--- config.mk ---
export PLATFORM = sky130hd
export DESIGN_NAME = emb_port
export DESIGN_NICKNAME = d
export VERILOG_FILES = /design/src/pkg/emb_pkg.sv /design/src/hw/emb_port.sv
export SDC_FILE = /design/constraint.sdc
export NUM_CORES = 1
export LEC_CHECK = 0
export BUFFER_PORTS_ARGS = -buffer_cell sky130_fd_sc_hd__buf_2
export CAP_MARGIN = 20
export CELL_PAD_IN_SITES_DETAIL_PLACEMENT = 1
export CELL_PAD_IN_SITES_GLOBAL_PLACEMENT = 1
export CORE_AREA = 2 2 230 458
export DETAILED_ROUTE_END_ITERATION = 10
export DIE_AREA = 0 0 232 460
export PLACE_DENSITY_LB_ADDON = 0.3
export SYNTH_ARGS = -nofsm -noshare
export SYNTH_HDL_FRONTEND = slang
export SYNTH_HIERARCHICAL = 1
export SYNTH_SLANG_ARGS = --single-unit
--- constraint.sdc ---
create_clock -name ref_clk -period 6.2 [get_ports ref_clk]
set_clock_uncertainty 0.1 [all_clocks]
set_input_delay 1.24 -clock ref_clk [delete_from_list [all_inputs] [get_ports ref_clk]]
set_output_delay 1.24 -clock ref_clk [all_outputs]
set_load 0.02 [all_outputs]
--- src/pkg/emb_pkg.sv ---
// package for the external memory bus port: states, widths and timing counts
package emb_pkg;

  // ---------------------------------------------------------------
  // widths
  // ---------------------------------------------------------------
  localparam int unsigned EMB_AW          = 16;
  localparam int unsigned EMB_DW          = 16;
  localparam int unsigned EMB_FIFO_DEPTH  = 32;

  // ---------------------------------------------------------------
  // space codes carried with each request
  // ---------------------------------------------------------------
  localparam logic [1:0] EMB_SP_DATA   = 2'h0;
  localparam logic [1:0] EMB_SP_PROG   = 2'h1;
  localparam logic [1:0] EMB_SP_IO     = 2'h2;
  localparam logic [1:0] EMB_SP_GLOBAL = 2'h3;

  // ---------------------------------------------------------------
  // timing: one bus cycle equals one clock at 20 MHz
  // ---------------------------------------------------------------
  localparam int unsigned EMB_CLK_NS   = 50;
  localparam int unsigned EMB_WAIT_NS  = 50;
  localparam int unsigned EMB_WAIT_CYC = (EMB_WAIT_NS + EMB_CLK_NS - 1) / EMB_CLK_NS;

  // ---------------------------------------------------------------
  // bus sequencer states
  // ---------------------------------------------------------------
  typedef enum logic [1:0] {
    EMB_IDLE  = 2'b00,
    EMB_ADDR  = 2'b01,
    EMB_EXTERNAL_CYCLE_STROBE_N  = 2'b10,
    EMB_RECOV = 2'b11
  } emb_state_t;

endpackage : emb_pkg

--- src/hw/emb_port.sv ---
// external memory bus port with request fifo, strobe sequencer and pin drivers
`timescale 1ns/10ps

// ---------------------------------------------------------------
// request fifo
// ---------------------------------------------------------------
module emb_fifo #(
  parameter int unsigned WIDTH = 35,
  parameter int unsigned DEPTH = 32
) (
  input  wire logic             ref_clk,
  input  wire logic             rst,
  input  wire logic             in_valid,
  output logic                  in_ready,
  input  wire logic [WIDTH-1:0] in_data,
  output logic                  out_valid,
  input  wire logic             out_ready,
  output logic      [WIDTH-1:0] out_data
);
  localparam int unsigned PW = $clog2(DEPTH);

  logic [WIDTH-1:0] mem [DEPTH];
  logic [PW-1:0]    wr_ptr_ff;
  logic [PW-1:0]    rd_ptr_ff;
  logic [PW:0]      count_ff;
  logic [PW:0]      nxt_count;
  logic             push;
  logic             pop;

  assign push      = in_valid && in_ready;
  assign pop       = out_valid && out_ready;
  assign nxt_count = count_ff + (PW+1)'(push) - (PW+1)'(pop);
  assign out_valid = (count_ff != '0);
  assign out_data  = mem[rd_ptr_ff];

  // storage write
  always_ff @(posedge ref_clk) begin
    if (push) begin
      mem[wr_ptr_ff] <= in_data;
    end
  end

  // pointers and fill level
  always_ff @(posedge ref_clk or posedge rst) begin
    if (rst) begin
      wr_ptr_ff <= '0;
      rd_ptr_ff <= '0;
      count_ff  <= '0;
      in_ready  <= 1'b1;
    end else begin
      if (push) begin
        wr_ptr_ff <= (wr_ptr_ff == PW'(DEPTH-1)) ? '0 : wr_ptr_ff + 1'b1;
      end
      if (pop) begin
        rd_ptr_ff <= (rd_ptr_ff == PW'(DEPTH-1)) ? '0 : rd_ptr_ff + 1'b1;
      end
      count_ff <= nxt_count;
      // not-full flag kept in a flop so the ready pin has no logic behind it
      in_ready <= (nxt_count != (PW+1)'(DEPTH));
    end
  end
endmodule : emb_fifo

// Function
// - drive 16-bit address bus, bit 0 lsb, shared by data, program, I/O
// - address floats when emulation float low, holds last value in power-down
// - 16-bit bidirectional data bus carries data both ways
// - data bus driven only for write data, else floated
// - space selects stay high, only the accessed space's select goes low
// - space selects float in reset, power-down and emulation float
// - ready low sampled: wait one cycle, then sample ready again
// - direction high for read, low only in writes, floats when idle off
// - strobe low only during an external bus cycle, floats when off
// - write data driven from address setup, one cycle before write-enable falls, captured at its rise
// - write-enable pulses low on every write, floats in reset and emulation float
// - second direction output is always the inverse of direction
// - global request low during global data space accesses, floats when off
module emb_port
  import emb_pkg::*;
#(
  parameter int unsigned AW    = EMB_AW,
  parameter int unsigned DW    = EMB_DW,
  parameter int unsigned DEPTH = EMB_FIFO_DEPTH
) (
  input  wire logic          ref_clk,
  input  wire logic          rst,
  input  wire logic          req_valid,
  output logic               req_ready,
  input  wire logic          req_write,
  input  wire logic [1:0]    req_space,
  input  wire logic [AW-1:0] req_addr,
  input  wire logic [DW-1:0] req_wdata,
  output logic               rd_valid,
  output logic      [DW-1:0] rd_data,
  input  wire logic          power_down,
  input  wire logic          emulation_float_n,
  input  wire logic          ready,
  output logic      [AW-1:0] ext_address_bus,
  output logic               ext_address_bus_oe_n,
  input  wire logic [DW-1:0] ext_data_bus_in,
  output logic      [DW-1:0] ext_data_bus,
  output logic               ext_data_bus_oe_n,
  output logic               data_space_select_n,
  output logic               program_space_select_n,
  output logic               io_space_select_n,
  output logic               global_space_request_n,
  output logic               external_cycle_strobe_n,
  output logic               read_write_dir,
  output logic               write_read_dir_n,
  output logic               write_enable_n,
  output logic               ctrl_oe_n,
  output logic               write_enable_oe_n
);
  localparam int unsigned FW = 1 + 2 + AW + DW;

  // ---------------------------------------------------------------
  // request buffering
  // ---------------------------------------------------------------
  logic          f_valid;
  logic          f_ready;
  logic [FW-1:0] f_data;
  logic          f_write;
  logic [1:0]    f_space;
  logic [AW-1:0] f_addr;
  logic [DW-1:0] f_wdata;

  emb_fifo #(.WIDTH(FW), .DEPTH(DEPTH)) u_fifo (
    .ref_clk   (ref_clk),
    .rst       (rst),
    .in_valid  (req_valid),
    .in_ready  (req_ready),
    .in_data   ({req_write, req_space, req_addr, req_wdata}),
    .out_valid (f_valid),
    .out_ready (f_ready),
    .out_data  (f_data)
  );
  assign {f_write, f_space, f_addr, f_wdata} = f_data;

  // ---------------------------------------------------------------
  // sequencer
  // ---------------------------------------------------------------
  emb_state_t    state_ff;
  emb_state_t    nxt_state;
  logic          cur_write_ff;
  logic [1:0]    cur_space_ff;
  logic [DW-1:0] cur_wdata_ff;
  logic          off;

  assign off     = power_down || !emulation_float_n;
  assign f_ready = (state_ff == EMB_IDLE) && !power_down;

  // request shown on the pins: the one being popped, else the one in flight,
  // so the address phase never carries the previous access's space or data
  logic          pop_req;
  logic          nxt_write;
  logic [1:0]    nxt_space;
  logic [DW-1:0] nxt_wdata;
  assign pop_req   = f_valid && f_ready;
  assign nxt_write = pop_req ? f_write : cur_write_ff;
  assign nxt_space = pop_req ? f_space : cur_space_ff;
  assign nxt_wdata = pop_req ? f_wdata : cur_wdata_ff;

  // next state: idle, address setup, strobe low with waits, recovery
  always_comb begin
    nxt_state = state_ff;
    case (state_ff)
      EMB_IDLE:  if (f_valid && !power_down) nxt_state = EMB_ADDR;
      EMB_ADDR:  nxt_state = EMB_EXTERNAL_CYCLE_STROBE_N;
      EMB_EXTERNAL_CYCLE_STROBE_N:  if (ready) nxt_state = EMB_RECOV;
      EMB_RECOV: nxt_state = EMB_IDLE;
      default:   nxt_state = EMB_IDLE;
    endcase
  end

  // state register
  always_ff @(posedge ref_clk or posedge rst) begin
    if (rst) begin
      state_ff <= EMB_IDLE;
    end else begin
      state_ff <= nxt_state;
    end
  end

  // latched request, stable for the whole cycle
  always_ff @(posedge ref_clk or posedge rst) begin
    if (rst) begin
      cur_write_ff    <= 1'b0;
      cur_space_ff    <= EMB_SP_DATA;
      cur_wdata_ff    <= '0;
      ext_address_bus <= '0;
    end else if (f_valid && f_ready) begin
      cur_write_ff    <= f_write;
      cur_space_ff    <= f_space;
      cur_wdata_ff    <= f_wdata;
      ext_address_bus <= f_addr;
    end
  end

  // ---------------------------------------------------------------
  // pin values
  // ---------------------------------------------------------------
  logic act;
  assign act = (nxt_state == EMB_ADDR) || (nxt_state == EMB_EXTERNAL_CYCLE_STROBE_N);

  always_ff @(posedge ref_clk or posedge rst) begin
    if (rst) begin
      data_space_select_n     <= 1'b1;
      program_space_select_n  <= 1'b1;
      io_space_select_n       <= 1'b1;
      global_space_request_n  <= 1'b1;
      external_cycle_strobe_n <= 1'b1;
      read_write_dir          <= 1'b1;
      write_read_dir_n        <= 1'b0;
      write_enable_n          <= 1'b1;
      ext_data_bus            <= '0;
    end else begin
      // select follows space; global also drives data select
      data_space_select_n    <= !(act && (cur_sp(EMB_SP_DATA) || cur_sp(EMB_SP_GLOBAL)));
      program_space_select_n <= !(act && cur_sp(EMB_SP_PROG));
      io_space_select_n      <= !(act && cur_sp(EMB_SP_IO));
      global_space_request_n <= !(act && cur_sp(EMB_SP_GLOBAL));
      external_cycle_strobe_n <= !(nxt_state == EMB_EXTERNAL_CYCLE_STROBE_N);
      read_write_dir          <= !(act && nxt_write);
      write_read_dir_n        <= act && nxt_write;
      write_enable_n          <= !((nxt_state == EMB_EXTERNAL_CYCLE_STROBE_N) && nxt_write);
      ext_data_bus            <= nxt_wdata;
    end
  end

  function automatic logic cur_sp(input logic [1:0] sp);
    cur_sp = (nxt_space == sp) && (nxt_state != EMB_IDLE);
  endfunction : cur_sp

  // ---------------------------------------------------------------
  // enables: low while driving
  // ---------------------------------------------------------------
  always_ff @(posedge ref_clk or posedge rst) begin
    if (rst) begin
      ext_address_bus_oe_n <= 1'b1;
      ext_data_bus_oe_n    <= 1'b1;
      ctrl_oe_n            <= 1'b1;
      write_enable_oe_n    <= 1'b1;
    end else begin
      ext_address_bus_oe_n <= !emulation_float_n;
      ext_data_bus_oe_n    <= off || !(act && nxt_write);
      ctrl_oe_n            <= off;
      write_enable_oe_n    <= !emulation_float_n;
    end
  end

  // ---------------------------------------------------------------
  // read return
  // ---------------------------------------------------------------
  always_ff @(posedge ref_clk or posedge rst) begin
    if (rst) begin
      rd_valid <= 1'b0;
      rd_data  <= '0;
    end else begin
      rd_valid <= (state_ff == EMB_EXTERNAL_CYCLE_STROBE_N) && ready && !cur_write_ff;
      if ((state_ff == EMB_EXTERNAL_CYCLE_STROBE_N) && ready && !cur_write_ff) begin
        rd_data <= ext_data_bus_in;
      end
    end
  end
endmodule : emb_port

# Word-level counts from Yosys, hierarchy flattened
# Memories as Yosys holds them, arrays and structs flattened.
# Index checks and enable logic that the tools add are counted.
# totals
wordCells,81
in_bits,57
ramBits,1120
memories,1
register_bits,82
# mem_list
name,words,width,read_ports,rd_ports_with_merged_regs,write_ports,line,rtl
u_fifo.mem,32,35,1,0,1,emb_port.sv:22,logic [WIDTH-1:0] mem [DEPTH];
# op_classes
muxes,9
n_reduce_logical,34
n_eq_ne,11
addsub,4
# op_table
operator,count
logical AND 1 bit,16
"adder 5 x 1 -> 5 bit, second input constant",2
"== test 2 bit, second input constant",5
"== test 5 bit, second input constant",2
logical NOT 1 bit,10
2-to-1 mux 5 bit,2
one-hot mux 2 bit (4 select lines),1
adder 6 x 1 -> 6 bit,1
"== test 2 x 1 -> 1 bit, second input constant",3
2-to-1 mux 2 bit,3
"!= test 6 bit, second input constant",1
nonzero test 6 bit,1
subtractor 6 x 1 -> 6 bit,1
logical NOT 2 bit,2
logical OR 1 bit,4
2-to-1 mux 1 bit,3
nonzero test 2 bit,1

# Logic depth before layout (Yosys ltp)
# depth
word_depth,9
ltp_mapped,15
ltp_nobuf,15

# Hierarchy
# Netlist, hierarchy kept.
# modules_own_cells
mod,area_each_um2,cells_per_inst,seq_area_each_um2,instances
emb_fifo,43416.6,1977,34058.9,1
emb_port,2697.6,162,1639.1,1

# Worst setup path after synthesis
# Ideal clock, no wire load.
# synth_path
kind,input to register
start,in power_down
end,reg u_fifo.in_ready
setup_time_ns,0.094
required_time_ns,6.006
path_stages,11
setup_slack_ns,2.574
t_arrival_ns,3.432
path_cell_list,nor2b_1 -> nand2_1 -> inv_1 -> ha_1 -> inv_1 -> ha_1 -> inv_1 -> fa_1 -> inv_1 -> or3_1 -> or4b_1
# synth_between
elab_chain_len,5
# synth_rtl
element,line,rtl
from (decl),emb_port.sv:95,"input wire logic power_down,"
logical NOT 1 bit,emb_port.sv:150,assign f_ready = (state_ff == EMB_IDLE) && !power_down;
logical AND 1 bit,emb_port.sv:150,
logical AND 1 bit,emb_port.sv:31,assign pop = out_valid && out_ready;
net u_fifo.pop,emb_port.sv:28,logic pop;
subtractor 6 x 1 -> 6 bit,emb_port.sv:32,assign nxt_count = count_ff + (PW+1)'(push) - (PW+1)'(pop);
net u_fifo.nxt_count[1],emb_port.sv:26,logic [PW:0] nxt_count;
!= test 6 bit,emb_port.sv:59,in_ready <= (nxt_count != (PW+1)'(DEPTH));
to (signal assigned),emb_port.sv:59,
to (decl),emb_port.sv:14,"output logic in_ready,"
# The timed path passes the listed nets, and every way through them passes these cells.
# A chain may end at the register's enable or synchronous reset.

# Worst setup path in the final report
# layout_path
start,reg u_fifo.rd_ptr_ff[0]
end,reg data_space_select_n
# layout_between
elab_chain_len,7
word_cells_on_any_way,9
cone_classes,1 x eq/ne; 1 x mux; 6 x reduce/logical; 1 x memory
# layout_rtl
element,line,rtl
from (decl),emb_port.sv:24,logic [PW-1:0] rd_ptr_ff;
from (signal assigned),emb_port.sv:55,rd_ptr_ff <= (rd_ptr_ff == PW'(DEPTH-1)) ? '0 : rd_ptr_ff + 1'b1;
memory (32 x 35 bit) (*),-,
net f_data[32],emb_port.sv:121,logic [FW-1:0] f_data;
2-to-1 mux 2 bit (*),-,
== test 2 bit / logical NOT 2 bit (equally long branches),emb_port.sv:231,cur_sp = (nxt_space == sp) && (nxt_state != EMB_IDLE);
logical AND 1 bit,emb_port.sv:231,
logical OR 1 bit (*),emb_port.sv:218,data_space_select_n <= !(act && (cur_sp(EMB_SP_DATA) || cur_sp(EMB_SP_GLOBAL)));
logical AND 1 bit (*),emb_port.sv:218,
logical NOT 1 bit (*),emb_port.sv:218,
to (signal assigned),emb_port.sv:218,
to (decl),emb_port.sv:103,"output logic data_space_select_n,"
# Mark *: on every way through the listed nets, which the timed path passes. The rest lies on a longest branch.

==> impl_metrics.tcl <==
set metrics [dict create \
    grt_pass1_wl_um 183200 \
    cap_violations 0 \
    worst-path-buf-inv 1 \
    final_util_pct 50.32 \
    mostFrequentLayoutCell "edfxtp_1" \
    clk_pin_slew_ps 70 \
    fin_crit_sh_pct 64.11 \
    finalSetupTns_ps 0 \
    slowest_stage "dfrtp_4" \
    setup_viol 0 \
    post-route-min-period_ps 3975 \
    synth_seq_cells 1202 \
    pre_cts_slack_ps 2020 \
    seq_area_mm2 0.03571 \
    h-tree-depth 3 \
    drt_pre_antenna_iters 5 \
    placed_cell_area_mm2 0.04856 \
    drc_errors 0 \
    detail_route.wl_per_cell_um 34.41 \
    ioPinCount 119 \
    crit_top_cell "a22oi_1" \
    final_area_mm2 0.05205 \
    grt_overflow_total 0 \
    rsz0062_at_grt "no" \
    required_ps 6720 \
    end_kind "register" \
    cts-resized-gates 0 \
    status "completed" \
    multi_input_comb_area_mm2 0.009862 \
    fin_ws_ps 2225 \
    synth_cell_types 43 \
    fin_nets 2381 \
    drive_gt1_share_pct 27.68 \
    die_width_um 232 \
    cp_max_fo 49 \
    async_flop_share_pct 6.822 \
    synth_nets 2217 \
    clock-root-buffer "clkbuf_16" \
    antenna_found_initial 4 \
    start_util_pct 44.58 \
    ys_warn_count 6 \
    tightestPinTransition_ps 1200 \
    syn_area_mm2 0.04611 \
    grt_pass1_vias 24580 \
    hold_viol_final 0 \
    drt_iter0_drc 1953 \
    synthFlopType "edfxtp_1" \
    gp_congestion 0.8141 \
    viasPerCell 5.989 \
    crit_family "compound AO/OA/AOI/OAI gates" \
    grt_max_degree 70 \
    synth_edf_count 1120 \
    die_area_mm2 0.1067 \
    grt.total_usage_pct 24.62 \
    worstPathArrival_ps 4490 \
    rows 167 \
    dp.final_hpwl_um 83100 \
    vias 22440 \
    drt_wl_total_um 128900 \
    syn_to_final_growth_pct 12.87 \
    postCtsHoldBufs 0 \
    cp_cell_sequence "buf_12 > mux4_2 > a22oi_1 > a22oi_1 > xor2_1 > mux2i_1 > nand2_1" \
    io_buffers 118 \
    rrSetupSlack_ps 2230 \
    ir_drop_uv 295.7 \
    core_area_mm2 0.1034 \
    holdCritPathClass "register to register" \
    finalMaxSlewViolations 0 \
    relSlewSlack_pct 19.97 \
    cts_buffers 101 \
    leakagePower_nw 16.95 \
    power_density_mw_per_mm2 446.5 \
    critical_path_class "register to register" \
    drtAntennaViolNets 0 \
    worstSkewPairLatency_ps 710 \
    synth_area_per_cell_um2 21.56 \
    cpPeakStageDelay_ps 890 \
    fill_cells 9109 \
    cts_tree "yes" \
    cts_sinks 1202 \
    critPathLaunchType "register" \
    dieHeight_um 460 \
    postSynthCellCount 2139 \
    hold_slack_ps 403.0 \
    fmax_mhz 251.6 \
    clk_path_buf_depth 3 \
    final_cell_mix "edfxtp_1 (1120), mux4_2 (211), mux2i_1 (140), buf_2 (118), clkbuf_16 (104)" \
    post_cts_buffers 0 \
    yosysSeqAreaShare_pct 77.41 \
]
-- cells in the mapped netlist (3+ instances only) --
library cell | number | area share [%]
and3_1 | 3 | 0.041
a211oi_1 | 35 | 0.57
nor3_1 | 4 | 0.043
and3b_1 | 3 | 0.057
a22oi_1 | 103 | 1.7
nor2_1 | 40 | 0.33
nand2_1 | 18 | 0.15
mux2i_1 | 140 | 3.0
o21ai_0 | 6 | 0.065
o221ai_1 | 35 | 0.66
nand3_1 | 8 | 0.087
buf_4 | 15 | 0.24
clkbuf_1 | 37 | 0.30
edfxtp_1 | 1120 | 73
mux2_2 | 17 | 0.42
nand2b_1 | 3 | 0.041
xor2_1 | 4 | 0.076
dfstp_2 | 11 | 0.63
a21o_1 | 3 | 0.049
mux4_2 | 211 | 10
nor2b_1 | 6 | 0.081
ha_1 | 20 | 0.54
nand3b_1 | 4 | 0.065
inv_1 | 23 | 0.19
buf_6 | 25 | 0.61
mux2_4 | 35 | 1.1
dfrtp_1 | 71 | 3.9
a21oi_1 | 42 | 0.46
buf_2 | 42 | 0.46
o22ai_1 | 34 | 0.46
-- cell type report --
type                       instances  share of cell area [%]
tap                             1352                   3.250
inverter                          23                  0.1707
sequential                      1202                   68.62
antenna                            3                 0.01442
clock buffer                     133                   5.390
multi-input combinational        795                   18.95
timing repair buffer             180                   2.308
clock inverter                    59                   1.303
-- state kept, by name (all words and copies together) (netlist names), 2 cells and up --
name	count
u_fifo/wr_ptr_ff	5
u_fifo/rd_ptr_ff	5
rd_data	16
state_ff	2
u_fifo/mem	1120
cur_space_ff	2
ext_address_bus	16
u_fifo/count_ff	6
ext_data_bus	16
-- stage by stage --
stage          power, W  cells
2_1_floorplan   0.01436   2139
3_3_place_gp    0.01655   3547
3_5_place_dp    0.01678   3552
4_1_cts         0.02348   3744
5_1_grt         0.02398   3746
6_report        0.02324   3747
-- routing by layer --
metal | routed length, um | vias up | GRT usage (%)
met5 | 13 | - | 0
met4 | 7301 | 2 | 12.85
met3 | 5614 | 245 | 3.190
met2 | 73000 | 753 | 46.55
met1 | 43000 | 12170 | 26.37
li1 | - | 9270 | -
-- worst register-to-register path: stages (launching register included) --
cell and delay [ps]:
dfrtp_4 890, buf_12 420, mux4_2 770, a22oi_1 760, a22oi_1 450, xor2_1 270, mux2i_1 170, nand2_1 70
-- cells by family after synthesis --
logic type,share of synthesized area [%]
flip-flops,77.41
multiplexers,14.90
AO/OA/AOI/OAI,4.051
buffers and inverters,1.799
AND/OR/NAND/NOR,1.140
adder cells (fa/ha/maj),0.5861
XOR/XNOR,0.1140
-- worst paths after layout --
check | endpoint | start | cells after the start
min | rd_data[1]$_DFFE_PP0P_ | rd_data[1]$_DFFE_PP0P_ | 1
min in group asynchronous | ext_data_bus[3]$_DFFE_PP0N_ | rst | 2
min reg2reg | rd_data[1]$_DFFE_PP0P_ | rd_data[1]$_DFFE_PP0P_ | 1
max in group asynchronous | cur_write_ff$_DFF_PP0_ | rst | 3
max | data_space_select_n$_DFF_PP1_ | u_fifo/rd_ptr_ff[0]$_DFFE_PP0P_ | 7
max reg2reg | data_space_select_n$_DFF_PP1_ | u_fifo/rd_ptr_ff[0]$_DFFE_PP0P_ | 7
-- report_power, final --
group | internal (W) | total [W] | switching, W
clock network | 0.00379 | 0.00672 | 0.00294
registers | 0.00962 | 0.0101 | 0.000485
logic | 0.00257 | 0.00641 | 0.00384
No activity file was read; power rests on OpenSTA's default activity.
